==> config.mk <==
export PLATFORM = sky130hd
export DESIGN_NAME = dtc_timers
export DESIGN_NICKNAME = d
export VERILOG_FILES = /design/src/include/dtc_pkg.sv /design/src/hdl/dtc_pin_sample.sv /design/src/hdl/dtc_timers.sv
export SDC_FILE = /design/constraint.sdc
export NUM_CORES = 1
export LEC_CHECK = 0
export ABC_CLOCK_PERIOD_IN_PS = 2700
export BUFFER_PORTS_ARGS = -buffer_cell sky130_fd_sc_hd__buf_4
export CAP_MARGIN = 20
export CORE_MARGIN = 2
export CORE_UTILIZATION = 40
export CTS_BUF_LIST = sky130_fd_sc_hd__clkbuf_8 sky130_fd_sc_hd__clkbuf_16
export DETAILED_ROUTE_END_ITERATION = 12
export PLACE_DENSITY_LB_ADDON = 0.2
export SYNTH_ARGS = -nofsm -noshare
export SYNTH_HDL_FRONTEND = slang
export SYNTH_SLANG_ARGS = --single-unit
export TNS_END_PERCENT = 20
==> constraint.sdc <==
create_clock -name CORE_CLK -period 2.7 [get_ports CORE_CLK]
set_input_delay 0.675 -clock CORE_CLK [delete_from_list [all_inputs] [get_ports CORE_CLK]]
set_output_delay 0.675 -clock CORE_CLK [all_outputs]
set_load 0.01 [all_outputs]
==> src/include/dtc_pkg.sv <==
// constants, types and register map of the dual timer/counter
package dtc_pkg;

  // bus geometry: register index sits at byte address index*4
  localparam int unsigned DTC_ADR_W = 10;
  localparam int unsigned DTC_IDX_LSB = 2;

  // register indices
  localparam logic [7:0] DTC_IDX_CONTROL = 8'h88;
  localparam logic [7:0] DTC_IDX_MODE    = 8'h89;
  localparam logic [7:0] DTC_IDX_A_LOW   = 8'h8a;
  localparam logic [7:0] DTC_IDX_B_LOW   = 8'h8b;
  localparam logic [7:0] DTC_IDX_A_HIGH  = 8'h8c;
  localparam logic [7:0] DTC_IDX_B_HIGH  = 8'h8d;
  localparam logic [7:0] DTC_IDX_CLKDIV  = 8'h8e;

  // timer_control bit positions
  localparam int unsigned DTC_TFB = 7;
  localparam int unsigned DTC_TRB = 6;
  localparam int unsigned DTC_TFA = 5;
  localparam int unsigned DTC_TRA = 4;

  // clock_divide_control bit positions
  localparam int unsigned DTC_CSB = 4;
  localparam int unsigned DTC_CSA = 3;

  // timer_mode nibble positions
  localparam int unsigned DTC_CFG_B_LSB = 4;
  localparam int unsigned DTC_CFG_W     = 4;

  localparam logic [7:0] DTC_RST_BYTE = 8'h00;

  // core clock and tick division
  localparam int unsigned DTC_CLK_HZ    = 10_000_000;
  localparam logic [3:0]  DTC_MC_LAST   = 4'hb;
  localparam logic [1:0]  DTC_TURBO_PH  = 2'h3;
  localparam int unsigned DTC_PRE_W     = 5;

  typedef enum logic [1:0] {
    DTC_M13     = 2'b00,
    DTC_M16     = 2'b01,
    DTC_MRELOAD = 2'b10,
    DTC_MSPLIT  = 2'b11
  } dtc_mode_e;

  typedef struct packed {
    logic      gate;
    logic      ctr;
    dtc_mode_e mode;
  } dtc_tcfg_s;

  typedef struct packed {
    logic [7:0] hi;
    logic [7:0] lo;
  } dtc_count_s;

endpackage

==> src/hdl/dtc_pin_sample.sv <==
// pin synchroniser with once-per-machine-cycle falling edge detection
`timescale 1ns/1ps
module dtc_pin_sample #(
  parameter int unsigned W = 2
) (
  // clock and reset
  input  wire logic         clk,
  input  wire logic         rst,
  // pins and sample strobe
  input  wire logic [W-1:0] pins_in,
  input  wire logic         sample_stb,
  // results
  output logic      [W-1:0] level,
  output logic      [W-1:0] fall
);
  logic [W-1:0] sync1_ff;
  logic [W-1:0] sync2_ff;
  logic [W-1:0] samp_ff;
  logic [W-1:0] fall_ff;

  always_ff @(posedge clk or posedge rst) begin
    if (rst) begin
      sync1_ff <= '0;
      sync2_ff <= '0;
    end else begin
      sync1_ff <= pins_in;
      sync2_ff <= sync1_ff;
    end
  end

  // high sample followed by low sample one machine cycle later
  always_ff @(posedge clk or posedge rst) begin
    if (rst) begin
      samp_ff <= '0;
      fall_ff <= '0;
    end else begin
      fall_ff <= '0;
      if (sample_stb) begin
        samp_ff <= sync2_ff;
        fall_ff <= samp_ff & ~sync2_ff;
      end
    end
  end

  assign level = sync2_ff;
  assign fall  = fall_ff;
endmodule // dtc_pin_sample

==> src/hdl/dtc_timers.sv <==
// dual 16-bit timer/counter with byte registers on a classic Wishbone slave
`timescale 1ns/1ps
module dtc_timers
  import dtc_pkg::*;
(
  // clock and reset
  input  wire logic                 CORE_CLK,
  input  wire logic                 RST,
  // wishbone slave
  input  wire logic                 WB_CYC_I,
  input  wire logic                 WB_STB_I,
  input  wire logic                 WB_WE_I,
  input  wire logic [DTC_ADR_W-1:0] WB_ADR_I,
  input  wire logic [3:0]           WB_SEL_I,
  input  wire logic [31:0]          WB_DAT_I,
  output logic      [31:0]          WB_DAT_O,
  output logic                      WB_ACK_O,
  // external pins
  input  wire logic                 COUNT_PIN_A,
  input  wire logic                 COUNT_PIN_B,
  input  wire logic                 GATE_INPUT_A,
  input  wire logic                 GATE_INPUT_B,
  // interrupt controller side
  input  wire logic                 ISR_ENTRY_A,
  input  wire logic                 ISR_ENTRY_B,
  output logic                      OVF_FLAG_A,
  output logic                      OVF_FLAG_B
);

  logic [7:0]  ctl_ff;
  logic [7:0]  mode_ff;
  logic        csel_a_ff;
  logic        csel_b_ff;
  dtc_count_s  cnt_a_ff;
  dtc_count_s  cnt_b_ff;
  dtc_count_s  nxt_cnt_a;
  dtc_count_s  nxt_cnt_b;
  logic [3:0]  pre_ff;
  logic        ack_ff;
  logic [31:0] dat_ff;

  logic        req;
  logic        wr_en;
  logic [7:0]  idx;
  logic [7:0]  wbyte;
  logic [7:0]  rd_byte;
  dtc_tcfg_s   cfg_a;
  dtc_tcfg_s   cfg_b;
  logic        split;
  logic        tick12;
  logic        tick4;
  logic        ttick_a;
  logic        ttick_b;
  logic [1:0]  gate_lvl;
  logic [1:0]  pin_fall;
  logic        adv_a;
  logic        adv_b;
  logic        adv_ah;
  logic        ovf_a;
  logic        ovf_ah;
  logic        ovf_b;
  logic        set_fa;
  logic        set_fb;
  logic [16:0] step_a;
  logic [16:0] step_b;

  // one increment in modes 0 to 2; mode 3 holds (split handled apart)
  function automatic logic [16:0] step(dtc_mode_e m, dtc_count_s c);
    logic [16:0] r;
    r = {1'b0, c};
    case (m)
      DTC_M13: begin
        r[DTC_PRE_W-1:0] = c.lo[DTC_PRE_W-1:0] + 5'h01;
        if (&c.lo[DTC_PRE_W-1:0]) begin
          r[16:8] = {1'b0, c.hi} + 9'h001;
        end
      end
      DTC_M16: r = {1'b0, c} + 17'h00001;
      DTC_MRELOAD: begin
        r = {1'b0, c.hi, c.lo + 8'h01};
        if (&c.lo) begin
          r = {1'b1, c.hi, c.hi};
        end
      end
      default: r = {1'b0, c};
    endcase
    return r;
  endfunction

  function automatic logic wr_to(logic en, logic [7:0] i, logic [7:0] reg_idx);
    return en && (i == reg_idx);
  endfunction

  // bus front end: ack one cycle after the request, write lands on the ack edge
  assign req   = WB_CYC_I & WB_STB_I;
  assign idx   = WB_ADR_I[DTC_IDX_LSB +: 8];
  assign wbyte = WB_DAT_I[7:0];
  assign wr_en = req & ack_ff & WB_WE_I & WB_SEL_I[0];

  always_ff @(posedge CORE_CLK or posedge RST) begin
    if (RST) begin
      ack_ff <= 1'b0;
    end else begin
      ack_ff <= req & ~ack_ff;
    end
  end

  always_comb begin
    case (idx)
      DTC_IDX_CONTROL: rd_byte = ctl_ff;
      DTC_IDX_MODE:    rd_byte = mode_ff;
      DTC_IDX_A_LOW:   rd_byte = cnt_a_ff.lo;
      DTC_IDX_A_HIGH:  rd_byte = cnt_a_ff.hi;
      DTC_IDX_B_LOW:   rd_byte = cnt_b_ff.lo;
      DTC_IDX_B_HIGH:  rd_byte = cnt_b_ff.hi;
      DTC_IDX_CLKDIV: begin
        rd_byte          = DTC_RST_BYTE;
        rd_byte[DTC_CSA] = csel_a_ff;
        rd_byte[DTC_CSB] = csel_b_ff;
      end
      default:         rd_byte = DTC_RST_BYTE;
    endcase
  end

  always_ff @(posedge CORE_CLK or posedge RST) begin
    if (RST) begin
      dat_ff <= 32'h0000_0000;
    end else if (req & ~ack_ff) begin
      dat_ff <= {24'h00_0000, rd_byte};
    end
  end

  // machine cycle of 12 core clocks; turbo tick every 4
  always_ff @(posedge CORE_CLK or posedge RST) begin
    if (RST) begin
      pre_ff <= 4'h0;
    end else if (pre_ff == DTC_MC_LAST) begin
      pre_ff <= 4'h0;
    end else begin
      pre_ff <= pre_ff + 4'h1;
    end
  end

  assign tick12  = (pre_ff == DTC_MC_LAST);
  assign tick4   = (pre_ff[1:0] == DTC_TURBO_PH);
  assign ttick_a = csel_a_ff ? tick4 : tick12;
  assign ttick_b = csel_b_ff ? tick4 : tick12;

  dtc_pin_sample #(.W(2)) u_cnt_pins (
    .clk        (CORE_CLK),
    .rst        (RST),
    .pins_in    ({COUNT_PIN_B, COUNT_PIN_A}),
    .sample_stb (tick12),
    .level      (),
    .fall       (pin_fall)
  );

  dtc_pin_sample #(.W(2)) u_gate_pins (
    .clk        (CORE_CLK),
    .rst        (RST),
    .pins_in    ({GATE_INPUT_B, GATE_INPUT_A}),
    .sample_stb (tick12),
    .level      (gate_lvl),
    .fall       ()
  );

  assign cfg_a = dtc_tcfg_s'(mode_ff[DTC_CFG_W-1:0]);
  assign cfg_b = dtc_tcfg_s'(mode_ff[DTC_CFG_B_LSB +: DTC_CFG_W]);
  assign split = (cfg_a.mode == DTC_MSPLIT);

  // count enables; in split mode timer B loses its run bit and runs freely
  assign adv_a  = ctl_ff[DTC_TRA] & (~cfg_a.gate | gate_lvl[0])
                  & (cfg_a.ctr ? pin_fall[0] : ttick_a);
  assign adv_b  = (split | ctl_ff[DTC_TRB]) & (~cfg_b.gate | gate_lvl[1])
                  & (cfg_b.ctr ? pin_fall[1] : ttick_b)
                  & (cfg_b.mode != DTC_MSPLIT);
  assign adv_ah = split & ctl_ff[DTC_TRB] & ttick_a;

  assign step_a = step(cfg_a.mode, cnt_a_ff);
  assign step_b = step(cfg_b.mode, cnt_b_ff);

  always_comb begin
    nxt_cnt_a = cnt_a_ff;
    ovf_a     = 1'b0;
    ovf_ah    = 1'b0;
    if (split) begin
      if (adv_a) begin
        {ovf_a, nxt_cnt_a.lo} = {1'b0, cnt_a_ff.lo} + 9'h001;
      end
      if (adv_ah) begin
        {ovf_ah, nxt_cnt_a.hi} = {1'b0, cnt_a_ff.hi} + 9'h001;
      end
    end else if (adv_a) begin
      {ovf_a, nxt_cnt_a} = step_a;
    end
  end

  always_comb begin
    nxt_cnt_b = cnt_b_ff;
    ovf_b     = 1'b0;
    if (adv_b) begin
      {ovf_b, nxt_cnt_b} = step_b;
    end
  end

  assign set_fa = ovf_a;
  assign set_fb = split ? ovf_ah : (ovf_b & ~split);

  // software byte writes take priority over a same-cycle increment
  always_ff @(posedge CORE_CLK or posedge RST) begin
    if (RST) begin
      cnt_a_ff <= '0;
    end else begin
      cnt_a_ff <= nxt_cnt_a;
      if (wr_to(wr_en, idx, DTC_IDX_A_LOW)) begin
        cnt_a_ff.lo <= wbyte;
      end
      if (wr_to(wr_en, idx, DTC_IDX_A_HIGH)) begin
        cnt_a_ff.hi <= wbyte;
      end
    end
  end

  always_ff @(posedge CORE_CLK or posedge RST) begin
    if (RST) begin
      cnt_b_ff <= '0;
    end else begin
      cnt_b_ff <= nxt_cnt_b;
      if (wr_to(wr_en, idx, DTC_IDX_B_LOW)) begin
        cnt_b_ff.lo <= wbyte;
      end
      if (wr_to(wr_en, idx, DTC_IDX_B_HIGH)) begin
        cnt_b_ff.hi <= wbyte;
      end
    end
  end

  always_ff @(posedge CORE_CLK or posedge RST) begin
    if (RST) begin
      mode_ff   <= DTC_RST_BYTE;
      csel_a_ff <= 1'b0;
      csel_b_ff <= 1'b0;
    end else begin
      if (wr_to(wr_en, idx, DTC_IDX_MODE)) begin
        mode_ff <= wbyte;
      end
      if (wr_to(wr_en, idx, DTC_IDX_CLKDIV)) begin
        csel_a_ff <= wbyte[DTC_CSA];
        csel_b_ff <= wbyte[DTC_CSB];
      end
    end
  end

  // an overflow in the clearing cycle still leaves the flag set
  always_ff @(posedge CORE_CLK or posedge RST) begin
    if (RST) begin
      ctl_ff <= DTC_RST_BYTE;
    end else begin
      if (wr_to(wr_en, idx, DTC_IDX_CONTROL)) begin
        ctl_ff <= wbyte;
      end else begin
        if (ISR_ENTRY_A) begin
          ctl_ff[DTC_TFA] <= 1'b0;
        end
        if (ISR_ENTRY_B) begin
          ctl_ff[DTC_TFB] <= 1'b0;
        end
      end
      if (set_fa) begin
        ctl_ff[DTC_TFA] <= 1'b1;
      end
      if (set_fb) begin
        ctl_ff[DTC_TFB] <= 1'b1;
      end
    end
  end

  assign WB_ACK_O   = ack_ff;
  assign WB_DAT_O   = dat_ff;
  assign OVF_FLAG_A = ctl_ff[DTC_TFA];
  assign OVF_FLAG_B = ctl_ff[DTC_TFB];
endmodule // dtc_timers

[After elaboration in Yosys (flattened, before gate mapping)]
Cells that the tools add are included.
Cells by class
  add/subtract/negate cells: 10
  equal/unequal tests: 20
  muxes and demuxes: 38
  bitwise gates (word level): 22
  reductions and logical operators: 31
Operators by type and width (number)
  $eq 8x8->1 const B: 7
  $pmux 8 s7: 1
  $pmux 9 s3: 2
  $mux 16: 3
  $mux 8: 6
  $add 16x1->17 const B: 2
  $mux 17: 2
  $pmux 5 s3: 2
  $add 8x1->9 const B: 3
  $mux 9: 2
  $add 8x1->8 const B: 2
  $mux 1: 16
  $reduce_and 8->1: 2
  $reduce_and 5->1: 3
  $reduce_bool 3->1: 5
  $and 1x1->1: 13
  $pmux 3 s2: 2
  $reduce_bool 4->1: 3
  $add 5x1->5 const B: 2
  $eq 2x2->1 const B: 4
  $reduce_and 2->1: 4
  $logic_and 1x1->1: 7
  $ne 3x3->1 const B: 2
  $reduce_bool 2->1: 3
  other kinds (15): 23
Storage, ports and cells
  flip-flop bits (word level): 75
  bits of input ports: 57
  output and inout port bits: 35

[Longest topological paths before layout]
  word-level depth: 9
  gate-level depth with buffers: 9
  mapped depth without buffers: 9

[By module]
A second synthesis with hierarchy kept.
Unflattened totals
  cells, all modules: 568
  area total of the unflattened synthesis: 5298.8 um^2
Modules (own cells, without submodules)
  dtc_timers: instances 1, cells each 542, area each 4805.9 um^2
  dtc_pin_sample: instances 2, cells each 13, area each 246.5 um^2

[Worst setup path before layout]
OpenSTA, ideal clock, no wires.
  path type: input -> register
  start: input WB_ADR_I[7]
  end: register cnt_a_ff[13] (netlist name)
  setup time: 0.126 ns
  arrival: 2.459 ns
  data required time: 2.574 ns
  path slack: 0.115 ns
  cell stages on the path: 6
  buffers on the path: 1
  cell sequence: or4b_4 > or3_1 > buf_6 > o311a_1 > and3_1 > a221o_1
On the way
  longest elaborated chain between the ends: 4
  elaborated cells between the ends (all ways): 9
  those cells by class: eq/ne: 4; mux: 1; reduce/logical: 4
RTL lines
  start: declaration: RTL line dtc_timers.sv:13  | input wire logic [DTC_ADR_W-1:0] WB_ADR_I,
  $eq 8x8->1 *: RTL line dtc_timers.sv:91  | return en && (i == reg_idx);
  $logic_and 1x1->1 *: RTL line dtc_timers.sv:91
  $ne 4x4->1 (no source line) (tied with other cells)
  $reduce_and 5->1 (no source line)
  end signal: assignment: RTL line dtc_timers.sv:214  | cnt_a_ff <= nxt_cnt_a;
  end: declaration: RTL line dtc_timers.sv:34  | dtc_count_s cnt_a_ff;
Mark *: on every way between the ends. The rest lies on a longest branch, timed or not.
A chain may end at the register's enable or synchronous reset.

[Worst setup path after layout]
  start: register mode_ff[4]
  end: register cnt_b_ff[2] (netlist name)
On the way
  longest elaborated chain between the ends: 4
  elaborated cells between the ends (all ways): 11
  those cells by class: eq/ne: 3; mux: 3; bitwise: 1; reduce/logical: 4
RTL lines
  start: declaration: RTL line dtc_timers.sv:31  | logic [7:0] mode_ff;
  start signal: assignment: RTL line dtc_timers.sv:245  | mode_ff <= wbyte;
  $eq 2x2->1 (tied with other cells): RTL line dtc_timers.sv:71  | case (m)
  $pmux 5 s3 / $and 1x1->1 (equally long branches): RTL line dtc_timers.sv:71, dtc_timers.sv:176
  $mux 16 / $reduce_bool 2->1 (equally long branches)
  $mux 8 / $reduce_and 2->1 (equally long branches)
  end signal: assignment: RTL line dtc_timers.sv:228  | cnt_b_ff <= nxt_cnt_b;
  end: declaration: RTL line dtc_timers.sv:35  | dtc_count_s cnt_b_ff;
Several ways; a longest one is shown, not always the timed one. The select of a mux whose other input is x is not followed.

==> impl_metrics.yaml <==
sta:
  rsz0062_at_grt: "false"
  tns_ns: 0
  skew_ns: 0.0120
  setup_viol: 0
  fmax_mhz: 392
  min_period_ns: 2.55
  hold_violations: 0
  slew-limit-headroom_pct: 57.8
  slew_violations: 0
  period_share_pct: 94.4
  tightest_slew_ns: 0.628
flow_run:
  maxCapViolations: 0
power:
  peakVddDrop_v: 0.000296
  power_density_nw_per_um2: 437
  leakage_uw: 0.00255
  p_total_uw: 2620
finish:
  drive_gt1_share_pct: 20.1
  final_common_cell: "dfrtp_1"
  n_antenna_cell: 0
  nets: 695
  final_cell_mix: "75 x dfrtp_1, 71 x buf_4, 59 x nand2_1"
  area_delta_synth_final_pct: 17.7
floorplanning:
  die_h_um: 117
  rows: 41
  core-area_um2: 12500
  start_util_pct: 40.7
  die-area_um2: 13700
  io_pins: 92
  die_w_um: 117
placed_design:
  port_buffers: 38
  place.gp.congestion: 0.899
  post-dp-hpwl_um: 11600
route:
  wl_per_cell_um: 19.7
  totalWireLength_um: 15700
  drt_iter0_drc: 451
  route.detailed.drc: 0
  firstDrtPassIters: 6
  via_count: 4779
  ant_nets: 0
  vias_per_cell: 5.98
grt:
  grt_pass1_vias: 4491
  grt_overflow_total: 0
  grt_pass1_wl_um: 24900
  grt_max_degree: 36
  antenna_found_initial: 0
  track_usage_pct: 24.7
clock_tree:
  cts_tree: "done"
  clock-sinks: 75
  cts-root-buf: "clkbuf_16"
  path_clk_slew_ns: 0.07
  h-tree-depth: 3
  clk-insertion-delay-late_ns: 0.36
  cts_buffer_depth: 2
  post_cts_buffers: 0
  cts_buffers: 9
critical_path:
  startpoint_type: "flip-flop"
  slowest_stage: "or4_1"
  critPathArrivalTime_ns: 2.80
  end_kind: "flip-flop"
  path_class: "flip-flop to flip-flop"
  worstPathCellList: "ha_1, or4_1, buf_4, nor3_1, a21oi_1, o31ai_1"
  critPathRequiredTime_ns: 2.95
  cpPeakStageDelay_ns: 0.62
  path_max_fanout: 6
synthesis:
  synth_edf_count: 0
  ys_types: 71
  async_flop_share_pct: 100
  syn_inst: 564
  ys_warn_count: 0
  synth-main-ff-cell: "dfrtp_1"
  synth_area_um2: 5100
  yosysSeqAreaShare_pct: 36.8
  ys_seq_elements: 75
  synth_area_per_cell_um2: 9.04
outcome:
  status: "finished, final reports clean"
min_path:
  hold_class: "input port to async pin"
-- where the power goes --
part	leakage, uW	internal, uW	switching (uW)
Clock	0.000155	742	561
Combinational	0.00147	63.2	111
Sequential	0.000921	1130	7.49
Total	0.00255	1940	679
-- per-stage QoR --
step | setup WS [ns] | utilization (%) | hold WS, ns | cells | instance area (um2)
final | 0.151 | 47.9 | 0.263 | 799 | 6000
after global placement | -0.0499 | 45.4 | 0.334 | 783 | 5680
after global routing | 0.0279 | 47.9 | 0.292 | 799 | 6000
after detailed placement | -0.0799 | 45.4 | 0.335 | 783 | 5680
after floorplan | 0.115 | - | 0.331 | 587 | 5180
after CTS | 0.0829 | 47.9 | 0.272 | 799 | 5990
-- per-layer routing --
| layer | share of wire, % | routed length (um) | GRT usage (%) | vias to the layer above |
|---|---|---|---|---|
| li1 | - | - | - | 2205 |
| met3 | 6.8 | 1060 | 5.15 | 38 |
| met4 | 2.9 | 452 | 10.1 | 0 |
| met5 | 0 | 0 | 0 | - |
| met1 | 43 | 6740 | 33.9 | 2336 |
| met2 | 47 | 7450 | 38.1 | 200 |
-- cells in the mapped netlist (10+ instances only) --
cell / instances / area [um2]
a221oi_1: 10 / 87.6
mux2i_1: 12 / 120
inv_1: 21 / 78.8
nor3_1: 14 / 70.1
o31ai_1: 10 / 75.1
buf_4: 24 / 180
nand3_1: 25 / 125
dfrtp_1: 75 / 1880
o21ai_0: 48 / 240
nor2_1: 27 / 101
nand2_1: 59 / 221
clkbuf_1: 14 / 52.6
nand4_1: 11 / 68.8
ha_1: 16 / 200
a21oi_1: 20 / 100
mux2_2: 13 / 146
-- path summary, 6_finish.rpt --
path	from	to	slack [ns]	depth (start not counted)
setup reg to reg	mode_ff[4]$_DFFE_PP0P_	cnt_b_ff[2]$_DFFE_PP0P_	0.15	6
hold reg to reg	u_gate_pins.sync1_ff[0]$_DFF_PP0_	u_gate_pins.level[0]$_DFF_PP0_	0.35	0
hold / removal	RST	cnt_b_ff[4]$_DFFE_PP0P_	0.26	2
setup / recovery	mode_ff[4]$_DFFE_PP0P_	cnt_b_ff[2]$_DFFE_PP0P_	0.15	6
max in group asynchronous	RST	u_cnt_pins.fall[0]$_DFF_PP0_	1.82	3
min in group CORE_CLK	u_gate_pins.sync1_ff[0]$_DFF_PP0_	u_gate_pins.level[0]$_DFF_PP0_	0.35	0
-- critical path, delay by kind of cell, from the launching register on --
family / cells / cell delay (ns)
AO/OA/AOI/OAI: 2 / 0.41
adder cells (fa/ha/maj): 1 / 0.31
flip-flops: 1 / 0.43
buffers and inverters: 1 / 0.20
AND/OR/NAND/NOR: 2 / 1.10
-- sequential cells by signal (all words and copies together), names as in the netlist, 4 cells and up --
signal	count
WB_DAT_O	8
mode_ff	8
pre_ff	4
ctl_ff	8
cnt_b_ff	16
cnt_a_ff	16
-- cell type report --
class	instances	area [um2]
Inverter	21	80.1
Multi-Input combinational cell	442	2940
Sequential cell	75	1880
Clock inverter	7	87.6
Fill cell	1230	6520
Clock buffer	9	225
Tap cell	172	215
Timing Repair Buffer	73	573
-- kinds of logic (layout without fill, tap and decap cells) --
| group | Yosys count | in the layout | share of synthesized area [%] |
|---|---|---|---|
| adders and majority gates | 16 | 16 | 3.93 |
| muxes | 31 | 31 | 7.88 |
| AOI/OAI and AO/OA | 152 | 152 | 20.1 |
| and+or+nand+nor | 213 | 213 | 22.9 |
| DFF | 75 | 75 | 36.8 |
| xor gates and xnor gates | 6 | 6 | 1.03 |
| buffers and inverters | 70 | 110 | 7.27 |
| other | 1 | 24 | 0.0736 |
-- repair_timing --
| action | CTS | global route |
|---|---|---|
| setup endpoints to repair | 0 | 1 |
| hold buffers | 0 | 0 |
| gates resized for setup | 0 | 1 |
Power figures use the tool's default switching activity.
